--- config.mk ---
export PLATFORM = sky130hd
export DESIGN_NAME = psa_address_unit
export DESIGN_NICKNAME = d
export VERILOG_FILES = /design/src/design/psa_pkg.sv /design/src/design/psa_address_unit.sv /design/src/design/psa_ea_calc.sv /design/src/design/psa_table_format.sv
export SDC_FILE = /design/constraint.sdc
export NUM_CORES = 2
export LEC_CHECK = 0
export BUFFER_PORTS_ARGS = -buffer_cell sky130_fd_sc_hd__buf_2
export CORE_MARGIN = 10
export CORE_UTILIZATION = 40
export CTS_BUF_LIST = sky130_fd_sc_hd__clkbuf_8
export DETAILED_ROUTE_END_ITERATION = 8
export PLACE_DENSITY_LB_ADDON = 0.08
export SLEW_MARGIN = 20
export SYNTH_ARGS = -nofsm -noshare
export SYNTH_HDL_FRONTEND = slang
export SYNTH_SLANG_ARGS = --single-unit
--- constraint.sdc ---
create_clock -name clk -period 5.8 [get_ports clk]
set_clock_uncertainty 0.15 [all_clocks]
set_input_delay 0.58 -clock clk [delete_from_list [all_inputs] [get_ports clk]]
set_output_delay 0.58 -clock clk [all_outputs]
set_load 0.02 [all_outputs]
--- src/design/psa_pkg.sv ---
// constants, types and helpers shared by the program space address unit
// assumes one core clock; the core and program memory share it
package psa_pkg;
  localparam int DATA_W = 16;
  localparam int PROG_W = 24;
  localparam int IDX_W = 4;
  localparam int HOLD_W = 14;
  localparam logic [7:0] OFS_TABLE_PAGE = 8'h00;
  localparam logic [7:0] OFS_VIS_PAGE = 8'h04;
  localparam logic [7:0] OFS_CTRL = 8'h08;
  localparam logic [7:0] OFS_STATUS = 8'h0c;
  localparam logic [7:0] OFS_LAST_PROG = 8'h10;
  localparam logic [1:0] WREG_BANK = 2'h1;
  localparam int CTRL_REMAP_BIT = 0;
  localparam int STAT_FAULT_BIT = 0;
  localparam logic [15:0] STEP_BYTE_INC = 16'h0001;
  localparam logic [15:0] STEP_WORD_INC = 16'h0002;
  localparam logic [15:0] STEP_BYTE_DEC = 16'hffff;
  localparam logic [15:0] STEP_WORD_DEC = 16'hfffe;
  localparam logic [23:0] PC_STEP = 24'h000002;
  localparam logic [15:0] MASK_LIT5 = 16'h001f;
  localparam logic [15:0] MASK_LIT8 = 16'h00ff;
  localparam logic [15:0] MASK_LIT10 = 16'h03ff;

  typedef enum logic [2:0] {
    KIND_DATA, KIND_FETCH, KIND_TBL_LOW, KIND_TBL_HIGH, KIND_BRANCH,
    KIND_IRQ_HOLD
  } psa_kind_t;
  typedef enum logic [2:0] {
    MODE_FILE, MODE_REG, MODE_IND, MODE_POST, MODE_PRE, MODE_REG_OFF,
    MODE_LIT_OFF, MODE_LITERAL
  } psa_mode_t;
  typedef enum logic [1:0] {LIT_5, LIT_8, LIT_10, LIT_16} psa_litw_t;

  typedef struct packed {
    psa_kind_t kind;
    psa_mode_t srcMode;
    psa_mode_t dstMode;
    logic [IDX_W-1:0] srcIdx;
    logic [IDX_W-1:0] dstIdx;
    logic [IDX_W-1:0] baseIdx;
    logic [DATA_W-1:0] literal;
    psa_litw_t litWidth;
    logic byteMode;
    logic byteSel;
    logic modDown;
    logic isWrite;
    logic [PROG_W-1:0] pc;
  } psa_req_t;

  typedef struct packed {
    logic [DATA_W-1:0] srcEa;
    logic [DATA_W-1:0] dstEa;
    logic [DATA_W-1:0] op1;
    logic [DATA_W-1:0] data;
    logic [PROG_W-1:0] pc;
    logic [HOLD_W-1:0] holdCount;
    logic remapHit;
    logic roFault;
  } psa_resp_t;

  function automatic logic [15:0] lit_value(logic [15:0] raw,
                                            psa_litw_t w);
    case (w)
      LIT_5: lit_value = raw & MASK_LIT5;
      LIT_8: lit_value = raw & MASK_LIT8;
      LIT_10: lit_value = raw & MASK_LIT10;
      default: lit_value = raw;
    endcase
  endfunction
endpackage

--- src/design/psa_address_unit.sv ---
// address unit: working registers, operand addressing, program space access
// assumes core, program memory and apb master share clk; memory data is
// valid in the cycle after the one in which progRd is high
`timescale 1ns/10ps
module psa_address_unit #(
  parameter int NUM_WREG = 16
) (
  // clock and reset
  input wire logic clk,
  input wire logic resetn,
  // apb slave
  input wire logic psel,
  input wire logic penable,
  input wire logic pwrite,
  input wire logic [7:0] paddr,
  input wire logic [31:0] pwdata,
  output logic [31:0] prdata,
  output logic pready,
  output logic pslverr,
  // core request and answer
  input wire logic reqValid,
  input wire psa_pkg::psa_req_t req,
  output logic busy,
  output logic respValid,
  output psa_pkg::psa_resp_t resp,
  // program memory array
  output logic progRd,
  output logic [23:0] progAddr,
  output logic progCfg,
  input wire logic [23:0] progRdata
);
  typedef enum logic [1:0] {ST_IDLE, ST_ISSUE, ST_DATA} psa_state_t;
  localparam logic [23:0] PC_STEP_W = psa_pkg::PC_STEP;

  psa_state_t state_q;
  logic [15:0] wreg_q [NUM_WREG];
  logic [7:0] tablePage_q;
  logic [7:0] visPage_q;
  logic remapEn_q;
  logic roFault_q;
  logic lastRemap_q;
  logic lastCfg_q;
  logic busy_q;
  logic respValid_q;
  psa_pkg::psa_resp_t resp_q;
  logic progRd_q;
  logic [23:0] progAddr_q;
  logic progCfg_q;
  logic pendHigh_q;
  logic pendByte_q;
  logic pendSel_q;
  logic [31:0] prdata_q;
  logic pready_q;
  logic pslverr_q;

  logic take;
  logic [15:0] litExt;
  logic [15:0] step;
  logic [15:0] baseVal;
  logic [15:0] eaSrc, eaDst, newSrc, newDst;
  logic wrSrc, wrDst, memSrc, memDst;
  logic ptrKind, isTable, isRemapRd, isRemapWr, needsProg;
  logic [23:0] progAddr_d;
  logic [15:0] fmtData;
  logic apbAcc, apbWr, apbRdAnswer;
  logic [31:0] rdData;
  logic rdHit;

  // operand addressing
  assign take = reqValid && !busy_q;
  assign litExt = psa_pkg::lit_value(req.literal, req.litWidth);
  assign baseVal = wreg_q[req.baseIdx];

  always_comb begin
    if (req.modDown) begin
      step = req.byteMode ? psa_pkg::STEP_BYTE_DEC : psa_pkg::STEP_WORD_DEC;
    end else begin
      step = req.byteMode ? psa_pkg::STEP_BYTE_INC : psa_pkg::STEP_WORD_INC;
    end
  end

  psa_ea_calc srcCalc (
    .mode(req.srcMode),
    .ptrVal(wreg_q[req.srcIdx]),
    .baseVal(baseVal),
    .litVal(litExt),
    .step(step),
    .ea(eaSrc),
    .newPtr(newSrc),
    .ptrWrite(wrSrc),
    .memAccess(memSrc)
  );

  psa_ea_calc dstCalc (
    .mode(req.dstMode),
    .ptrVal(wreg_q[req.dstIdx]),
    .baseVal(baseVal),
    .litVal(litExt),
    .step(step),
    .ea(eaDst),
    .newPtr(newDst),
    .ptrWrite(wrDst),
    .memAccess(memDst)
  );

  assign isTable = (req.kind == psa_pkg::KIND_TBL_LOW) ||
                   (req.kind == psa_pkg::KIND_TBL_HIGH);
  assign ptrKind = (req.kind == psa_pkg::KIND_DATA) || isTable;
  // remap is only seen by plain data accesses (reads redirected, writes faulted), never during table ops
  assign isRemapRd = (req.kind == psa_pkg::KIND_DATA) && memSrc &&
                     eaSrc[15] && remapEn_q && !req.isWrite;
  assign isRemapWr = (req.kind == psa_pkg::KIND_DATA) && req.isWrite &&
                     memDst && eaDst[15] && remapEn_q;
  assign needsProg = isRemapRd || isTable ||
                     (req.kind == psa_pkg::KIND_FETCH);

  always_comb begin
    if (req.kind == psa_pkg::KIND_FETCH) begin
      progAddr_d = {1'b0, req.pc[22:1], 1'b0};
    end else if (isTable) begin
      progAddr_d = {tablePage_q, eaSrc};
    end else begin
      progAddr_d = {1'b0, visPage_q, eaSrc[14:0]};
    end
  end

  // sequencing
  always_ff @(posedge clk or negedge resetn) begin
    if (!resetn) begin
      state_q <= ST_IDLE;
      busy_q <= 1'b0;
      progRd_q <= 1'b0;
    end else begin
      case (state_q)
        ST_IDLE: begin
          if (take && needsProg) begin
            state_q <= ST_ISSUE;
            busy_q <= 1'b1;
            progRd_q <= 1'b1;
          end
        end
        ST_ISSUE: begin
          state_q <= ST_DATA;
          progRd_q <= 1'b0;
        end
        default: begin
          state_q <= ST_IDLE;
          busy_q <= 1'b0;
        end
      endcase
    end
  end

  // program address and the shape of the pending read
  always_ff @(posedge clk or negedge resetn) begin
    if (!resetn) begin
      progAddr_q <= 24'h000000;
      progCfg_q <= 1'b0;
      pendHigh_q <= 1'b0;
      pendByte_q <= 1'b0;
      pendSel_q <= 1'b0;
    end else if (take && needsProg) begin
      progAddr_q <= progAddr_d;
      progCfg_q <= isTable && tablePage_q[7];
      pendHigh_q <= req.kind == psa_pkg::KIND_TBL_HIGH;
      pendByte_q <= isTable && req.byteMode;
      pendSel_q <= req.byteSel;
    end
  end

  // remap reads are always word reads of the low half
  psa_table_format fmt (
    .progWord(progRdata),
    .highHalf(pendHigh_q),
    .byteMode(pendByte_q),
    .byteSel(pendSel_q),
    .data(fmtData)
  );

  // answer to the core
  always_ff @(posedge clk or negedge resetn) begin
    if (!resetn) begin
      respValid_q <= 1'b0;
      resp_q <= '0;
    end else begin
      respValid_q <= (take && !needsProg) || (state_q == ST_DATA);
      if (state_q == ST_DATA) begin
        resp_q.data <= fmtData;
      end else if (take) begin
        resp_q.srcEa <= eaSrc;
        resp_q.dstEa <= eaDst;
        resp_q.op1 <= baseVal;
        if (req.srcMode == psa_pkg::MODE_REG) begin
          resp_q.data <= wreg_q[req.srcIdx];
        end else if (req.srcMode == psa_pkg::MODE_LITERAL) begin
          resp_q.data <= litExt;
        end else begin
          resp_q.data <= 16'h0000;
        end
        if (req.kind == psa_pkg::KIND_BRANCH) begin
          resp_q.pc <= req.pc + PC_STEP_W +
                       {{7{req.literal[15]}}, req.literal, 1'b0};
        end else begin
          resp_q.pc <= req.pc + PC_STEP_W;
        end
        resp_q.holdCount <= (req.kind == psa_pkg::KIND_IRQ_HOLD) ?
                            req.literal[13:0] : 14'h0000;
        resp_q.remapHit <= isRemapRd;
        resp_q.roFault <= isRemapWr;
      end
    end
  end

  // working registers
  // core writeback wins over an apb write in the same cycle
  always_ff @(posedge clk or negedge resetn) begin
    if (!resetn) begin
      for (int i = 0; i < NUM_WREG; i++) begin
        wreg_q[i] <= 16'h0000;
      end
    end else begin
      if (apbWr && paddr[7:6] == psa_pkg::WREG_BANK) begin
        wreg_q[paddr[5:2]] <= pwdata[15:0];
      end
      if (take && ptrKind && wrSrc) begin
        wreg_q[req.srcIdx] <= newSrc;
      end
      if (take && ptrKind && wrDst) begin
        wreg_q[req.dstIdx] <= newDst;
      end
    end
  end

  // apb registers
  assign apbAcc = psel && penable;
  assign apbWr = apbAcc && pready_q && pwrite;
  assign apbRdAnswer = apbAcc && !pready_q;

  always_comb begin
    rdHit = 1'b1;
    rdData = 32'h00000000;
    if (paddr == psa_pkg::OFS_TABLE_PAGE) begin
      rdData = {24'h000000, tablePage_q};
    end else if (paddr == psa_pkg::OFS_VIS_PAGE) begin
      rdData = {24'h000000, visPage_q};
    end else if (paddr == psa_pkg::OFS_CTRL) begin
      rdData = {31'h00000000, remapEn_q};
    end else if (paddr == psa_pkg::OFS_STATUS) begin
      rdData = {29'h00000000, lastCfg_q, lastRemap_q, roFault_q};
    end else if (paddr == psa_pkg::OFS_LAST_PROG) begin
      rdData = {8'h00, progAddr_q};
    end else if (paddr[7:6] == psa_pkg::WREG_BANK && paddr[1:0] == 2'h0) begin
      rdData = {16'h0000, wreg_q[paddr[5:2]]};
    end else begin
      rdHit = 1'b0;
    end
  end

  always_ff @(posedge clk or negedge resetn) begin
    if (!resetn) begin
      pready_q <= 1'b0;
      prdata_q <= 32'h00000000;
      pslverr_q <= 1'b0;
    end else begin
      pready_q <= apbRdAnswer;
      if (apbRdAnswer) begin
        prdata_q <= pwrite ? 32'h00000000 : rdData;
        pslverr_q <= !rdHit;
      end else begin
        pslverr_q <= 1'b0;
      end
    end
  end

  always_ff @(posedge clk or negedge resetn) begin
    if (!resetn) begin
      tablePage_q <= 8'h00;
      visPage_q <= 8'h00;
      remapEn_q <= 1'b0;
    end else if (apbWr) begin
      if (paddr == psa_pkg::OFS_TABLE_PAGE) begin
        tablePage_q <= pwdata[7:0];
      end else if (paddr == psa_pkg::OFS_VIS_PAGE) begin
        visPage_q <= pwdata[7:0];
      end else if (paddr == psa_pkg::OFS_CTRL) begin
        remapEn_q <= pwdata[psa_pkg::CTRL_REMAP_BIT];
      end
    end
  end

  // sticky write-to-remap fault; a new fault beats the clear
  always_ff @(posedge clk or negedge resetn) begin
    if (!resetn) begin
      roFault_q <= 1'b0;
      lastRemap_q <= 1'b0;
      lastCfg_q <= 1'b0;
    end else begin
      if (take && isRemapWr) begin
        roFault_q <= 1'b1;
      end else if (apbWr && paddr == psa_pkg::OFS_STATUS &&
                   pwdata[psa_pkg::STAT_FAULT_BIT]) begin
        roFault_q <= 1'b0;
      end
      if (take && needsProg) begin
        lastRemap_q <= isRemapRd;
        lastCfg_q <= isTable && tablePage_q[7];
      end
    end
  end

  assign prdata = prdata_q;
  assign pready = pready_q;
  assign pslverr = pslverr_q;
  assign busy = busy_q;
  assign respValid = respValid_q;
  assign resp = resp_q;
  assign progRd = progRd_q;
  assign progAddr = progAddr_q;
  assign progCfg = progCfg_q;
endmodule

--- src/design/psa_ea_calc.sv ---
// effective address for one operand from pointer, base and literal
// assumes all inputs come from registered state on the core clock
`timescale 1ns/10ps
module psa_ea_calc (
  // operand description
  input wire psa_pkg::psa_mode_t mode,
  input wire logic [15:0] ptrVal,
  input wire logic [15:0] baseVal,
  input wire logic [15:0] litVal,
  input wire logic [15:0] step,
  // results
  output logic [15:0] ea,
  output logic [15:0] newPtr,
  output logic ptrWrite,
  output logic memAccess
);
  always_comb begin
    ea = ptrVal;
    newPtr = ptrVal;
    ptrWrite = 1'b0;
    memAccess = 1'b1;
    case (mode)
      psa_pkg::MODE_FILE: ea = litVal;
      psa_pkg::MODE_REG, psa_pkg::MODE_LITERAL: begin
        ea = 16'h0000;
        memAccess = 1'b0;
      end
      psa_pkg::MODE_IND: ea = ptrVal;
      psa_pkg::MODE_POST: begin
        ea = ptrVal;
        newPtr = ptrVal + step;
        ptrWrite = 1'b1;
      end
      psa_pkg::MODE_PRE: begin
        newPtr = ptrVal + step;
        ea = ptrVal + step;
        ptrWrite = 1'b1;
      end
      psa_pkg::MODE_REG_OFF: ea = ptrVal + baseVal;
      psa_pkg::MODE_LIT_OFF: ea = ptrVal + litVal;
      default: ea = ptrVal;
    endcase
  end
endmodule

--- src/design/psa_table_format.sv ---
// shapes a 24-bit program word into a 16-bit data word
// assumes the word is already captured; purely combinational
`timescale 1ns/10ps
module psa_table_format (
  // program word and access shape
  input wire logic [23:0] progWord,
  input wire logic highHalf,
  input wire logic byteMode,
  input wire logic byteSel,
  // data side
  output logic [15:0] data
);
  always_comb begin
    data = progWord[15:0];
    if (highHalf) begin
      // upper data byte of the high half does not exist: always zero
      if (byteMode && byteSel) begin
        data = 16'h0000;
      end else begin
        data = {8'h00, progWord[23:16]};
      end
    end else if (byteMode) begin
      if (byteSel) begin
        data = {8'h00, progWord[15:8]};
      end else begin
        data = {8'h00, progWord[7:0]};
      end
    end
  end
endmodule

==> flow_summary.ini <==
[synthesis]
synth_seq_cells = 438
synth.area.top_cells = dfrtp_1, mux4_2, mux2i_1, nand2_1, o21ai_0
postSynthAreaPerCell_um2 = 9.68
synth.distinct_cells = 87
synth-edff-count = 0
post_synth_inst_count = 3734
synth_top_flop_cell = dfrtp_1
synth-async-reset-ratio_pct = 100
yosys.area.top_type = dfrtp_1
ys_seq_area_share_pct = 30.3
yosysTopAreaCellShare_pct = 30.3
yosys_warnings = 0
syn-cell-area_um2 = 36100

[worst_setup_path]
crit_arrival_ps = 5440
crit_chain = mux4_2 -> mux4_2 -> mux2_2 -> ha_1 -> o21ai_0 -> o21ai_0 -> a21oi_1 -> o21ai_0 -> a2111oi_0 -> nor3_1 -> o22ai_1 -> a21oi_1 -> o21ai_0 -> mux2_2
startpoint_type = flip-flop
crit_family = compound AO/OA/AOI/OAI gates
path_common_cell = o21ai_0
path_buf_inv = 0
critical_path.slowest_cell = mux4_2
path_class = reg -> reg
end_kind = flip-flop
crit_fanout = 5
crit_required_ps = 6280
max_stage_delay_ps = 600

[cells_and_area]
utilization_pct = 46.0
fin_area_um2 = 41300
drive_gt1_share_pct = 25.0
num-nets-final = 4192
fillers = 8705
syn_to_final_growth_pct = 14.4

[cts]
cts_sinks = 438
clk_path_buf_depth = 3
cts_made_buffers = 88
clk_latency_ps = 770
root_buffer = clkbuf_8
clk_pin_slew_worst_paths_ps = 60
cts_tree = yes
htree_levels = 3
cts_resized = 0

[timing]
slew_headroom_pct = 19.4
tns_ps = 0
clock.fmax_mhz = 202
hold_violations = 0
rsz0062_at_grt = no
setup_violations = 0
layout_setup_ws_ps = 838
period_needed_ps = 4960
holdWs_ps = 42.7
report.final.slew_viol_count = 0
tightestPinTransition_ps = 1200
min_period_over_period_pct = 85.6

[drt]
via_per_inst = 6.39
drtIter0Drc = 3470
first_pass_iters = 8
via_count = 33300
drc_errors = 0
ant_nets = 0
drt-wirelength-per-cell_um = 31.7
wl_um = 165000

[pwr]
irDropWorstVdd_mv = 0.138
p_leak_uw = 0.0191
seqPwrFrac_pct = 34.2
cellPowerDensity_nw_per_um2 = 295
power.share.clock_pct = 29.3
switchingPower_uw = 4890
p_int_uw = 7300
power_frac_comb_pct = 36.5
p_sw_share_pct = 40.1

[place]
dpl_cell_area_um2 = 39300
pre_cts_ws_ps = 151
gp_congestion = 0.949
io_buffers = 278
dp_hpwl_um = 118000

[grt]
grt_pass1_vias = 32000
grt_usage_pct = 31.3
gr-total-overflow = 0
grt_pass1_wl_um = 236000
antenna_found_initial = 7
grt_max_degree = 123

[die]
ios = 303
std_cell_rows = 110
die_h_um = 321
die_x_um = 321
die_area_um2 = 103000
initial_core_util_pct = 40.2
core_area_um2 = 89900

[worst_hold_path]
hp-class = in -> reg

[run_status]
outcome = completed

[flow_run]
maxCapViolCount = 0
-- synth_stat cells, types with 10 or more instances --
| cell | number |
|---|---|
| a221o_1 | 11 |
| nor2_1 | 143 |
| a21o_1 | 30 |
| a21oi_1 | 149 |
| o21a_1 | 16 |
| ha_1 | 83 |
| or3_1 | 15 |
| mux2_2 | 40 |
| a222oi_1 | 10 |
| buf_2 | 47 |
| clkbuf_1 | 226 |
| o21ai_1 | 26 |
| mux4_2 | 318 |
| a31oi_1 | 18 |
| a22oi_1 | 17 |
| xor2_1 | 37 |
| a211oi_1 | 22 |
| nand3_1 | 58 |
| nand2_1 | 650 |
| and3_1 | 14 |
| nor2b_1 | 27 |
| a22o_1 | 23 |
| nor3_1 | 31 |
| buf_4 | 23 |
| dfrtp_1 | 438 |
| and2_1 | 12 |
| o21bai_1 | 11 |
| mux2i_1 | 294 |
| xnor2_1 | 48 |
| inv_1 | 38 |
| o21ai_0 | 438 |
| o211ai_1 | 207 |
| buf_1 | 35 |
| nand2b_1 | 22 |
-- layer usage --
metal | wire length [um] | track usage (%) | up-vias
li1 | - | - | 14600
met2 | 76900 | 50.2 | 1662
met5 | 61 | 0 | -
met1 | 63400 | 38.8 | 16700
met4 | 9490 | 16.2 | 8
met3 | 15300 | 7.46 | 383
-- final timing paths --
check	from	endpoint	slack, ps	cells past startpoint
worst min register to register	resp[66]	resp[66]	320	2
worst min-delay path	progRdata[15]	resp[55]	40	3
max in group asynchronous	resetn	wreg_q[54]	3800	3
min in group asynchronous	resetn	prdata[21]	290	2
worst max-delay path	wreg_q[51]	progAddr[11]	840	14
worst max register to register	wreg_q[51]	progAddr[11]	840	14
-- kinds of logic after synthesis --
| logic type | after synthesis | share of synthesized area (%) |
|---|---|---|
| flip-flops | 438 | 30.3 |
| other | 1 | 0.0104 |
| adder cells (fa/ha/maj) | 88 | 3.15 |
| AND/OR/NAND/NOR | 1022 | 12.1 |
| XOR/XNOR | 87 | 2.19 |
| multiplexers | 661 | 29.6 |
| AO/OA/AOI/OAI | 1064 | 18.3 |
| buffers and inverters | 373 | 4.33 |
-- power by group through the flow --
| stage | Combinational (uW) | Clock (uW) | Sequential (uW) |
|---|---|---|---|
| 6_report | 4450 | 3580 | 4170 |
| 3_5_place_dp | 4400 | 0 | 4200 |
| 5_1_grt | 4770 | 3760 | 4230 |
| 3_3_place_gp | 4380 | 0 | 4190 |
| 4_1_cts | 4420 | 3620 | 4150 |
| 2_1_floorplan | 2400 | 0 | 4410 |
-- repair_timing --
| action | in CTS | in global routing |
|---|---|---|
| setup buffers | 0 | 0 |
| hold buffers | 14 | 0 |
| endpoints found under the hold margin | 103 | 0 |
-- flip-flops by register name, summed over array words and instances (netlist names), 2 cells and up --
register     flops
prdata          24
progAddr        24
resp           104
state_q          2
tablePage_q      8
visPage_q        8
wreg_q         256
-- placed cells by master (no fill, tap or decap), types with 30 or more instances in the layout --
master / Yosys / layout
nand2_1: 650 / 640
dfrtp_1: 438 / 438
o21ai_0: 438 / 437
mux4_2: 318 / 318
mux2i_1: 294 / 294
buf_2: 47 / 272
o211ai_1: 207 / 207
buf_4: 23 / 165
a21oi_1: 149 / 149
nor2_1: 143 / 136
clkbuf_8: 0 / 121
ha_1: 83 / 83
nand3_1: 58 / 57
inv_1: 38 / 56
xnor2_1: 48 / 48
mux2_2: 40 / 40
xor2_1: 37 / 37
a21o_1: 30 / 30
-- final cells by class --
type                            count  area (um^2)  share of cell area, %
Inverter                           40          150                  0.363
Timing Repair Buffer              469         3100                   7.49
Sequential cell                   438        11000                   26.5
Antenna cell                        3         7.51                 0.0182
Multi-Input combinational cell   2930        23700                   57.4
Clock inverter                     38          259                  0.626
Tap cell                         1176         1470                   3.56
Clock buffer                      121         1670                   4.03
-- per-stage QoR --
step	power [uW]	std cells
5_1_grt	12800	5215
4_1_cts	12200	5212
2_1_floorplan	6810	3741
3_5_place_dp	8600	5039
6_report	12200	5215
3_3_place_gp	8570	5039
-- worst register-to-register path, delay by kind of cell (launching register included) --
kind                     cells  cell delay [ps]
AO/OA/AOI/OAI                8             1800
multiplexers                 4             1700
flip-flops                   1              430
AND/OR/NAND/NOR              1              420
adder cells (fa/ha/maj)      1              350
Power figures use the tool's default switching activity.
